===== src/clksw_pkg.sv =====
// constants shared by the clock switchover block
`default_nettype none
package clksw_pkg;
   // ----------------------------------------
   // clock and timing
   // ----------------------------------------
   localparam int CLK_PERIOD_NS = 25;
   localparam int POR_TIME_NS = 1000;
   localparam int POR_CYCLES = (POR_TIME_NS + CLK_PERIOD_NS - 1) / CLK_PERIOD_NS;
   localparam int STUCK_TIME_NS = 500;
   localparam int STUCK_CYCLES = STUCK_TIME_NS / CLK_PERIOD_NS;
   // ----------------------------------------
   // switchover stage lengths, power and stuck counts, counter constants
   // ----------------------------------------
   localparam logic [7:0] OLD_PULSES = 8'h02;
   localparam logic [7:0] NEW_HIGH_PULSES = 8'h02;
   localparam logic [7:0] NEW_LOW_FALLS = 8'h02;
   localparam logic [7:0] POR_COUNT = 8'(POR_CYCLES);
   localparam logic [7:0] STUCK_COUNT = 8'(STUCK_CYCLES);
   localparam logic [7:0] CNT_ZERO = 8'h00;
   localparam logic [7:0] CNT_ONE = 8'h01;
   // ----------------------------------------
   // sequencer states
   // ----------------------------------------
   typedef enum logic [1:0] {
      CLKSW_FOLLOW,
      CLKSW_OLD,
      CLKSW_HIGH,
      CLKSW_LOW
   } clksw_state_t;
endpackage : clksw_pkg
`default_nettype wire


===== src/clksw_edge_mon.sv =====
// edge and activity monitor for one sampled input clock
`timescale 1ns/1ps
`default_nettype none
module clksw_edge_mon (
   input wire logic clk,
   input wire logic rstn,
   input wire logic ce,
   input wire logic clk_sample,
   input wire logic amp_ok,
   output logic rise_q,
   output logic fall_q,
   output logic level_q,
   output logic stuck_q
);
   import clksw_pkg::*;
   logic prev_q;
   logic [7:0] idle_q;

   always_ff @(posedge clk) begin
      if (!rstn) begin
         prev_q <= 1'b0;
         rise_q <= 1'b0;
         fall_q <= 1'b0;
      end else if (ce) begin
         prev_q <= clk_sample;
         rise_q <= amp_ok & clk_sample & ~prev_q;
         fall_q <= amp_ok & ~clk_sample & prev_q;
      end
   end

   // level only moves while the swing is valid, so a dead input leaves the last good level
   always_ff @(posedge clk) begin
      if (!rstn) begin
         level_q <= 1'b0;
      end else if (ce && amp_ok) begin
         level_q <= clk_sample;
      end
   end

   // idle counter saturates; any edge restarts it
   always_ff @(posedge clk) begin
      if (!rstn) begin
         idle_q <= CNT_ZERO;
         stuck_q <= 1'b0;
      end else if (ce) begin
         if (!amp_ok || clk_sample != prev_q) begin
            idle_q <= CNT_ZERO;
         end else if (idle_q != STUCK_COUNT) begin
            idle_q <= idle_q + CNT_ONE;
         end
         stuck_q <= !amp_ok || (idle_q == STUCK_COUNT);
      end
   end
endmodule : clksw_edge_mon
`default_nettype wire


===== src/clksw_top.sv =====
// glitch-free two-input clock switchover, inputs oversampled on clk
// Behaviour
// old clock stuck low: hold output low for some new-clock falls, then follow.
// low-swing old clock: take stuck high or low path from last valid level.
// floating or dead chosen input: output stays stable at a clean level.
// slowly degrading but toggling input is passed through unguarded.
// after reset, sequencer waits a power delay before any switchover.
// both running: follow old some pulses, hold low some new pulses, follow new.
// old stuck high: hold high some new pulses, low some falls, then follow.
// suppression strapped off: plain multiplexer, switches at once.
// chosen input below minimum swing: output latches last valid level.
// source choice synchronised before use; stage lengths vary by a few edges.
`timescale 1ns/1ps
`default_nettype none
module clksw_top (
   input wire logic clk,
   input wire logic rstn,
   input wire logic ce,
   input wire logic clock_input_zero,
   input wire logic clock_input_one,
   input wire logic amp_ok_zero,
   input wire logic amp_ok_one,
   input wire logic source_choice,
   input wire logic short_cycle_suppressor_off,
   output logic clock_out_q,
   output logic active_source_q,
   output logic switching_q,
   output logic ready_q
);
   import clksw_pkg::*;

   // ----------------------------------------
   // input monitors
   // ----------------------------------------
   logic [1:0] rise;
   logic [1:0] fall;
   logic [1:0] level;
   logic [1:0] stuck;

   // last valid level held
   clksw_edge_mon u_mon_zero (
      .clk(clk),
      .rstn(rstn),
      .ce(ce),
      .clk_sample(clock_input_zero),
      .amp_ok(amp_ok_zero),
      .rise_q(rise[0]),
      .fall_q(fall[0]),
      .level_q(level[0]),
      .stuck_q(stuck[0])
   );

   clksw_edge_mon u_mon_one (
      .clk(clk),
      .rstn(rstn),
      .ce(ce),
      .clk_sample(clock_input_one),
      .amp_ok(amp_ok_one),
      .rise_q(rise[1]),
      .fall_q(fall[1]),
      .level_q(level[1]),
      .stuck_q(stuck[1])
   );

   // ----------------------------------------
   // source choice synchroniser
   // ----------------------------------------
   logic sel_meta_q;
   logic sel_sync_q;

   // two-stage synchroniser
   always_ff @(posedge clk) begin
      if (!rstn) begin
         sel_meta_q <= 1'b0;
         sel_sync_q <= 1'b0;
      end else if (ce) begin
         sel_meta_q <= source_choice;
         sel_sync_q <= sel_meta_q;
      end
   end

   // ----------------------------------------
   // power delay and strap capture
   // ----------------------------------------
   logic [7:0] por_cnt_q;
   logic strap_taken_q;
   logic bypass_q;

   // power delay count
   always_ff @(posedge clk) begin
      if (!rstn) begin
         por_cnt_q <= CNT_ZERO;
         ready_q <= 1'b0;
      end else if (ce) begin
         if (por_cnt_q != POR_COUNT) begin
            por_cnt_q <= por_cnt_q + CNT_ONE;
         end
         ready_q <= (por_cnt_q == POR_COUNT);
      end
   end

   // strap caught once after release so a reset never loads a pin value
   always_ff @(posedge clk) begin
      if (!rstn) begin
         strap_taken_q <= 1'b0;
         bypass_q <= 1'b0;
      end else if (ce && !strap_taken_q) begin
         strap_taken_q <= 1'b1;
         bypass_q <= short_cycle_suppressor_off;
      end
   end

   // ----------------------------------------
   // switchover sequencer
   // ----------------------------------------
   clksw_state_t state_q;
   clksw_state_t state_d;
   logic cur_q;
   logic cur_d;
   logic tgt_q;
   logic tgt_d;
   logic [7:0] cnt_q;
   logic [7:0] cnt_d;
   logic out_d;

   always_comb begin
      state_d = state_q;
      cur_d = cur_q;
      tgt_d = tgt_q;
      cnt_d = cnt_q;
      out_d = clock_out_q;
      if (!ready_q) begin
         // no switch before delay
         state_d = CLKSW_FOLLOW;
         cur_d = sel_sync_q;
         tgt_d = sel_sync_q;
         cnt_d = CNT_ZERO;
         out_d = 1'b0;
      end else if (bypass_q) begin
         // plain multiplexer
         state_d = CLKSW_FOLLOW;
         cur_d = sel_sync_q;
         tgt_d = sel_sync_q;
         cnt_d = CNT_ZERO;
         out_d = level[sel_sync_q];
      end else begin
         unique case (state_q)
            CLKSW_FOLLOW: begin
               // stable output from held level
               out_d = level[cur_q];
               cnt_d = CNT_ZERO;
               if (sel_sync_q != cur_q) begin
                  tgt_d = sel_sync_q;
                  if (!stuck[cur_q]) begin
                     // keep old clock first
                     state_d = CLKSW_OLD;
                  end else if (level[cur_q]) begin
                     // last level high
                     state_d = CLKSW_HIGH;
                     out_d = 1'b1;
                  end else begin
                     // last level low
                     state_d = CLKSW_LOW;
                     out_d = 1'b0;
                  end
               end
            end
            CLKSW_OLD: begin
               out_d = level[cur_q];
               if (stuck[cur_q]) begin
                  // old died mid-stage
                  cnt_d = CNT_ZERO;
                  state_d = level[cur_q] ? CLKSW_HIGH : CLKSW_LOW;
               end else if (fall[cur_q]) begin
                  if (cnt_q + CNT_ONE == OLD_PULSES) begin
                     // old ends low
                     cnt_d = CNT_ZERO;
                     state_d = CLKSW_LOW;
                     out_d = 1'b0;
                  end else begin
                     cnt_d = cnt_q + CNT_ONE;
                  end
               end
            end
            CLKSW_HIGH: begin
               // hold high on new pulses
               out_d = 1'b1;
               if (rise[tgt_q]) begin
                  if (cnt_q + CNT_ONE == NEW_HIGH_PULSES) begin
                     cnt_d = CNT_ZERO;
                     state_d = CLKSW_LOW;
                     out_d = 1'b0;
                  end else begin
                     cnt_d = cnt_q + CNT_ONE;
                  end
               end
            end
            CLKSW_LOW: begin
               // hold low on new falls
               out_d = 1'b0;
               if (fall[tgt_q]) begin
                  if (cnt_q + CNT_ONE == NEW_LOW_FALLS) begin
                     // release just after a fall, so the first new pulse is full
                     cnt_d = CNT_ZERO;
                     cur_d = tgt_q;
                     state_d = CLKSW_FOLLOW;
                  end else begin
                     cnt_d = cnt_q + CNT_ONE;
                  end
               end
            end
         endcase
      end
   end

   // a target that dies during the low hold leaves the output low until it runs again
   always_ff @(posedge clk) begin
      if (!rstn) begin
         state_q <= CLKSW_FOLLOW;
         cur_q <= 1'b0;
         tgt_q <= 1'b0;
         cnt_q <= CNT_ZERO;
      end else if (ce) begin
         state_q <= state_d;
         cur_q <= cur_d;
         tgt_q <= tgt_d;
         cnt_q <= cnt_d;
      end
   end

   // ----------------------------------------
   // outputs
   // ----------------------------------------
   // toggling input passes as sampled, duty distortion not corrected
   always_ff @(posedge clk) begin
      if (!rstn) begin
         clock_out_q <= 1'b0;
         active_source_q <= 1'b0;
         switching_q <= 1'b0;
      end else if (ce) begin
         clock_out_q <= out_d;
         active_source_q <= cur_d;
         switching_q <= (state_d != CLKSW_FOLLOW);
      end
   end
endmodule : clksw_top
`default_nettype wire


===== config.mk =====
export PLATFORM = sky130hd
export DESIGN_NAME = clksw_top
export DESIGN_NICKNAME = d
export VERILOG_FILES = /design/src/clksw_pkg.sv /design/src/clksw_edge_mon.sv /design/src/clksw_top.sv
export SDC_FILE = /design/constraint.sdc
export NUM_CORES = 1
export LEC_CHECK = 0
export ABC_CLOCK_PERIOD_IN_PS = 4940
export CAP_MARGIN = 30
export CELL_PAD_IN_SITES_DETAIL_PLACEMENT = 2
export CELL_PAD_IN_SITES_GLOBAL_PLACEMENT = 2
export CORE_MARGIN = 3
export CORE_UTILIZATION = 35
export CTS_BUF_LIST = sky130_fd_sc_hd__clkbuf_16
export DETAILED_ROUTE_END_ITERATION = 8
export DONT_BUFFER_PORTS = 1
export GPL_TIMING_DRIVEN = 1
export PLACE_DENSITY_LB_ADDON = 0.1
export SYNTH_ARGS = -nofsm -noshare
export SYNTH_HDL_FRONTEND = slang
export SYNTH_SLANG_ARGS = --single-unit

===== constraint.sdc =====
create_clock -name clk -period 4.94 [get_ports clk]
set_clock_uncertainty 0.1 [all_clocks]
set_input_delay 0.494 -clock clk [delete_from_list [all_inputs] [get_ports clk]]
set_output_delay 0.494 -clock clk [all_outputs]
set_load 0.05 [all_outputs]

==> out/results.ini, run 1 <==
[synthesis]
avgSynthCellArea_um2 = 8.62
ys_seq_area_share_pct = 37.1
synth_ff_type = dfxtp_1
synth_warnings = 0
synthesis.area_um2 = 2860
yosysTopAreaCell = dfxtp_1
synth_enable_flop_cells = 0
ys_seq_elements = 53
syn_inst = 332
yosysMostFrequentCell = dfxtp_1
synth_cell_types = 64
synth_top_area_share_pct = 37.1
yosys-top-cells-area = dfxtp_1, nor2_1, nand2_1
synth_compound_area_share_pct = 16.6
synthAdderAreaFrac_pct = 3.50
muxShareOfSynthArea_pct = 3.63
async_flop_share_pct = 0
synthTopCellsByCount = dfxtp_1, nor2_1, nand2_1
synth_xor_area_share_pct = 7.04
synth_top_family_by_area = simple AND/OR/NAND/NOR gates
synthSimpleGateAreaFrac_pct = 27.4
synth.net_count = 349

[setup_path]
rr_worst_depth = 6
crit_start = active_source_q$_SDFFE_PN0P_
crit_arrival_ps = 2610
cp_slowest_cell = dfxtp_1
regToRegSetupSlack_ps = 2450
r2r-end = cnt_q[1]$_SDFFE_PN0P_
required_ps = 5060
cp_cell_sequence = nor3_1, a211o_1, nand4_1, o311ai_2, or4_1, a21oi_1
worst_setup_path_start_kind = flip-flop
reg2reg_from = active_source_q$_SDFFE_PN0P_
critical_path.max_stage_delay_ps = 870
crit_type = reg -> reg
crit_fanout = 11
endpoint = cnt_q[1]$_SDFFE_PN0P_
endpoint_kind = flip-flop

[pwr]
switching_share_pct = 23.0
p_clk_share_pct = 43.8
comb_power_share_pct = 6.3
internal_power_w = 0.000701
p_seq_share_pct = 49.9
p_per_area_nw_per_um2 = 295
leakage_nw = 1.08
ir_drop_mv = 0.159
power_switching_w = 0.000209

[clock_tree]
cts_tree = done
post_cts_buffers = 0
clk-insertion-delay-late_ps = 290
cts_hold_buffers = 0
post_cts_resized = 0
cts_buffers = 5
cts_max_level = 2
clk_pin_slew_worst_paths_ps = 70
clockRootBuffer = clkbuf_16
clock-sinks = 53
clockBufferDepth = 2

[min_path]
hold_path_depth = 1
holdCritPathClass = in -> reg

[global_route]
grt_pass1_vias = 2494
antenna_found_initial = 0
grt.total_usage_pct = 17.1
grt_max_degree = 36
gr-total-overflow = 0
grt_pass1_wl_um = 12500

[route]
ant_nets = 0
routed-via-count = 2366
viasPerCell = 5.54
drc = 0
first_pass_iters = 4
drt_wl_total_um = 7340
drt-initial-drc-count = 67
wl_per_cell_um = 17.2

[final_layout]
fin_area_um2 = 3090
n_fill_cell = 905
antenna_cells = 0
layout-drive-gt1-share_pct = 8.62
fin_nets = 342
synthToLayoutAreaGrowth_pct = 7.78

[floorplanning]
core.rowCount = 32
pin_count = 13
coreArea_um2 = 7850
fp.dieH_um = 96.4
die_w_um = 96.4
initial_utilization_pct = 36.5
design.die.area_um2 = 9300

[place]
gp_congestion = 0.788
placed_area_um2 = 2920
dp_hpwl_um = 5240
io_buffers = 0

[sta]
final-hold-violation-count = 0
slew_viol_final = 0
tns_ps = 0
fmax_mhz = 402
worstMarginPinSlew_ps = 842
hold_slack_ps = 206
slew_headroom_pct = 43.8
post-route-min-period_ps = 2490
rsz0062_at_grt = no
setup_viol = 0
post-route-period-util_pct = 50.4

[run_status]
outcome = complete, no violations

[flow_run]
maxCapViolCount = 0

[worst min path at each step]
stage | startpoint | end | slack, ps
after floorplan | u_mon_one.rise_q$_SDFFE_PN0P_ | u_mon_one.rise_q$_SDFFE_PN0P_ | 340
after global placement | u_mon_one.rise_q$_SDFFE_PN0P_ | u_mon_one.rise_q$_SDFFE_PN0P_ | 350
after detailed placement | u_mon_one.rise_q$_SDFFE_PN0P_ | u_mon_one.rise_q$_SDFFE_PN0P_ | 360
after CTS | ce | u_mon_one.stuck_q$_SDFFE_PN0P_ | 200
after global routing | amp_ok_zero | u_mon_zero.stuck_q$_SDFFE_PN0P_ | 200
final | amp_ok_zero | u_mon_zero.stuck_q$_SDFFE_PN0P_ | 210
[power by group through the flow]
stage                     clock, W  combinational [W]  sequential, W
final                     0.000399          0.0000570       0.000455
after global routing      0.000428          0.0000662       0.000456
after CTS                 0.000412          0.0000585       0.000454
after detailed placement         0          0.0000579       0.000464
after global placement           0          0.0000534       0.000464
after floorplan                  0          0.0000538       0.000458
[critical path: cells and delay by family, from the launching register on]
| family | cells | cell delay, ps |
|---|---|---|
| flops | 1 | 870 |
| simple gates | 3 | 750 |
| compound gates | 3 | 700 |
[cell type report]
cell class / instances / area, µm² / area share (%)
timing repair buffer: 1 / 27.5 / 0.892
sequential: 53 / 1060 / 34.4
tap: 102 / 128 / 4.14
inverter: 11 / 41.3 / 1.34
clock inverter: 2 / 38.8 / 1.26
clock buffer: 5 / 125 / 4.06
multi-input combinational: 253 / 1660 / 53.9
[flip-flops by register name, indices dropped and copies added (netlist names), 2 cells and up]
register and flops:
cnt_q 8, u_mon_one.idle_q 8, por_cnt_q 8, state_q 2, u_mon_zero.idle_q 8
[kinds of logic after synthesis]
| group | count (synthesis) |
|---|---|
| and+or+nand+nor | 145 |
| AOI/OAI and AO/OA | 67 |
| DFF | 53 |
| buffers and inverters | 26 |
| xor gates and xnor gates | 23 |
| muxes | 10 |
| adders and majority gates | 8 |
[through the flow]
step / utilization (%) / worst slack, ps / std cells / power (W)
final: 39.3 / 2450 / 427 / 0.000910
after global routing: 39.3 / 2230 / 427 / 0.000951
after CTS: 39.3 / 2430 / 427 / 0.000925
after detailed placement: 37.2 / 2460 / 420 / 0.000522
after global placement: 36.9 / 2520 / 419 / 0.000517
after floorplan: - / 2660 / 332 / 0.000512
[layout by cell type (no fill, tap or decap), types with 2 or more instances in the layout]
master,n
a21oi_1,23
a31oi_1,5
a41oi_1,3
and2_1,2
and3_1,6
and4_1,5
clkbuf_16,5
dfxtp_1,53
ha_1,8
inv_1,10
mux2_2,3
mux2i_1,7
nand2_1,34
nand2b_1,5
nand3_1,17
nand4_1,6
nand4b_1,4
nor2_1,35
nor2b_1,5
nor3_2,2
nor4b_1,2
o21a_1,4
o21ai_0,11
o21ai_1,2
o31ai_1,2
or3_1,7
or4_1,2
xnor2_1,10
xor2_1,13
[routing by layer]
layer	GRT usage (%)	routed length (µm)
met1	22.8	3620
met2	29.3	3510
met3	2.94	176
met4	2.80	30
met5	0	0
Power figures use the tool's default switching activity.
==> run 2: changes to the inputs <==
- ABC_CLOCK_PERIOD_IN_PS: 4940 -> 2100
- clock period: 4.94 -> 2.1 ns (I/O delays scaled with it)
==> run 2 against run 1 <==
Sequential cell count did not move. Final area rose by 10%. Maximum frequency rose by 19%. Register-to-register slack got worse by 2400 ps. Critical path type unchanged. Critical path depth did not move. Highest routed layer unchanged. Sequential power rose by 130%. Clock power rose by 150%.
==> out/results.ini, run 2 (synthesized netlist as in run 1, its figures left out) <==
[sta]
setup_viol = 0  ; unchanged
final-hold-violation-count = 0  ; unchanged
post-route-period-util_pct = 99.2  ; +49 points
tns_ps = 0  ; unchanged
fmax_mhz = 480  ; +19%
hold_slack_ps = 5.08  ; -201 ps
slew_headroom_pct = 64.3  ; +21 points
post-route-min-period_ps = 2080  ; -406 ps
worstMarginPinSlew_ps = 534  ; -308 ps
slew_viol_final = 0  ; unchanged
setup_slack_ps = 16.1  ; -2430 ps
rsz0062_at_grt = yes

[floorplanning]
core.rowCount = 32  ; unchanged
fp.dieH_um = 96.4  ; unchanged
design.die.area_um2 = 9300  ; unchanged
coreArea_um2 = 7850  ; unchanged
initial_utilization_pct = 36.5  ; unchanged
pin_count = 13  ; unchanged
die_w_um = 96.4  ; unchanged

[final_layout]
synthToLayoutAreaGrowth_pct = 18.8
antenna_cells = 0  ; unchanged
final_common_cell = dfxtp_1
layout-drive-gt1-share_pct = 17.4  ; +8.8 points
fin_area_um2 = 3400  ; +10%
final_cell_mix = dfxtp_1, nor2_1, nand2_1
fin_nets = 372  ; +8.8%

[setup_path]
endpoint_kind = flip-flop
cp_slowest_cell = or4_4
crit_fanout = 5  ; -6
critical_path.max_stage_delay_ps = 430  ; -440 ps
crit_arrival_ps = 2170  ; -440 ps
cp_cell_sequence = ha_2, or4_4, a211oi_4, and4_1, o221ai_2, o31a_1
required_ps = 2190  ; -2870 ps
critPathBufInv = 0  ; unchanged
crit_type = reg -> reg
crit_family = simple AND/OR/NAND/NOR gates
worst_setup_path_start_kind = flip-flop

[route]
drc = 0  ; unchanged
wl_per_cell_um = 18.7  ; +8.8%
first_pass_iters = 6  ; +2
ant_nets = 0  ; unchanged
viasPerCell = 5.52  ; -0.39%
drt_wl_total_um = 8570  ; +17%
drt-initial-drc-count = 78  ; +16%
routed-via-count = 2528  ; +6.8%

[place]
dp_slack_ps = -26.0  ; -2490 ps
io_buffers = 0  ; unchanged
gp_congestion = 0.744  ; -5.6%
dp_hpwl_um = 5650  ; +8.0%
placed_area_um2 = 3040  ; +4.1%

[pwr]
p_per_area_nw_per_um2 = 657  ; +120%
leakage_nw = 1.24  ; +14%
ir_drop_mv = 0.343  ; +120%
finalPower_w = 0.00223  ; +150%

[global_route]
grt_pass1_wl_um = 13900  ; +11%
grt.total_usage_pct = 19.4  ; +2.3 points
gr-total-overflow = 0  ; unchanged
antenna_found_initial = 0  ; unchanged
grt_max_degree = 30  ; -17%
grt_pass1_vias = 2662  ; +6.7%

[clock_tree]
cts_tree = done
clk-insertion-delay-late_ps = 300  ; about the same
clockBufferDepth = 2  ; unchanged
clk_pin_slew_worst_paths_ps = 80  ; about the same
clock-sinks = 53  ; unchanged
cts_max_level = 2  ; unchanged
clockRootBuffer = clkbuf_16
cts_buffers = 5  ; unchanged

[min_path]
holdCritPathClass = in -> reg

[flow_run]
maxCapViolCount = 0  ; unchanged

[run_status]
outcome = complete, no violations

==> run 2: final cells by class <==
| cell class | instances | area, µm² |
|---|---|---|
| timing repair buffer | 31 | 260 |
| fill | 897 | 4450 |
| multi-input combinational | 253 | 1730 |
| inverter | 11 | 41.3 |
| clock inverter | 3 | 47.5 |
| tap | 102 | 128 |
| sequential | 53 | 1070 |
| clock buffer | 5 | 125 |
==> run 2: what timing repair did <==
action	in CTS	in global routing
pin swaps	5	3
endpoints found under the hold margin	19	0
gates resized for setup	1	15
endpoints found under the setup margin	2	25
buffers inserted	0	1
hold buffers	11	0
==> run 2: through the flow <==
step | utilization (%) | cells
final | 43.4 | 458
after global routing | 43.4 | 458
after CTS | 42.4 | 457
after detailed placement | 38.7 | 438
after global placement | 38.7 | 438
after floorplan | - | 332
==> run 2: worst reg2reg max path, stage by stage (launching register included) <==
cell and delay (ps):
dfxtp_2 330, ha_2 200, or4_4 430, a211oi_4 290
and4_1 250, o221ai_2 120, o31a_1 260
==> run 2: report_power, final <==
group	internal [W]	switching [W]	total (W)
Sequential	0.00103	0.0000280	0.00106
Combinational	0.0000841	0.000112	0.000196
Clock	0.000572	0.000408	0.000981
==> run 2: final timing paths <==
| kind | start | end | slack (ps) | cells past startpoint |
|---|---|---|---|---|
| setup reg to reg | cnt_q[1]$_SDFFE_PN0P_ | switching_q$_SDFFE_PN0P_ | 20 | 6 |
| hold reg to reg | u_mon_zero.rise_q$_SDFFE_PN0P_ | u_mon_zero.rise_q$_SDFFE_PN0P_ | 360 | 2 |
| hold / removal | clock_input_zero | u_mon_zero.fall_q$_SDFFE_PN0P_ | 5 | 2 |
| setup / recovery | cnt_q[1]$_SDFFE_PN0P_ | switching_q$_SDFFE_PN0P_ | 20 | 6 |
==> run 2: metal layers <==
layer / track usage [%] / routed length (µm)
met5: 0 / 0
met4: 5.26 / 92
met3: 3.02 / 229
met2: 33.6 / 4300
met1: 24.9 / 3940
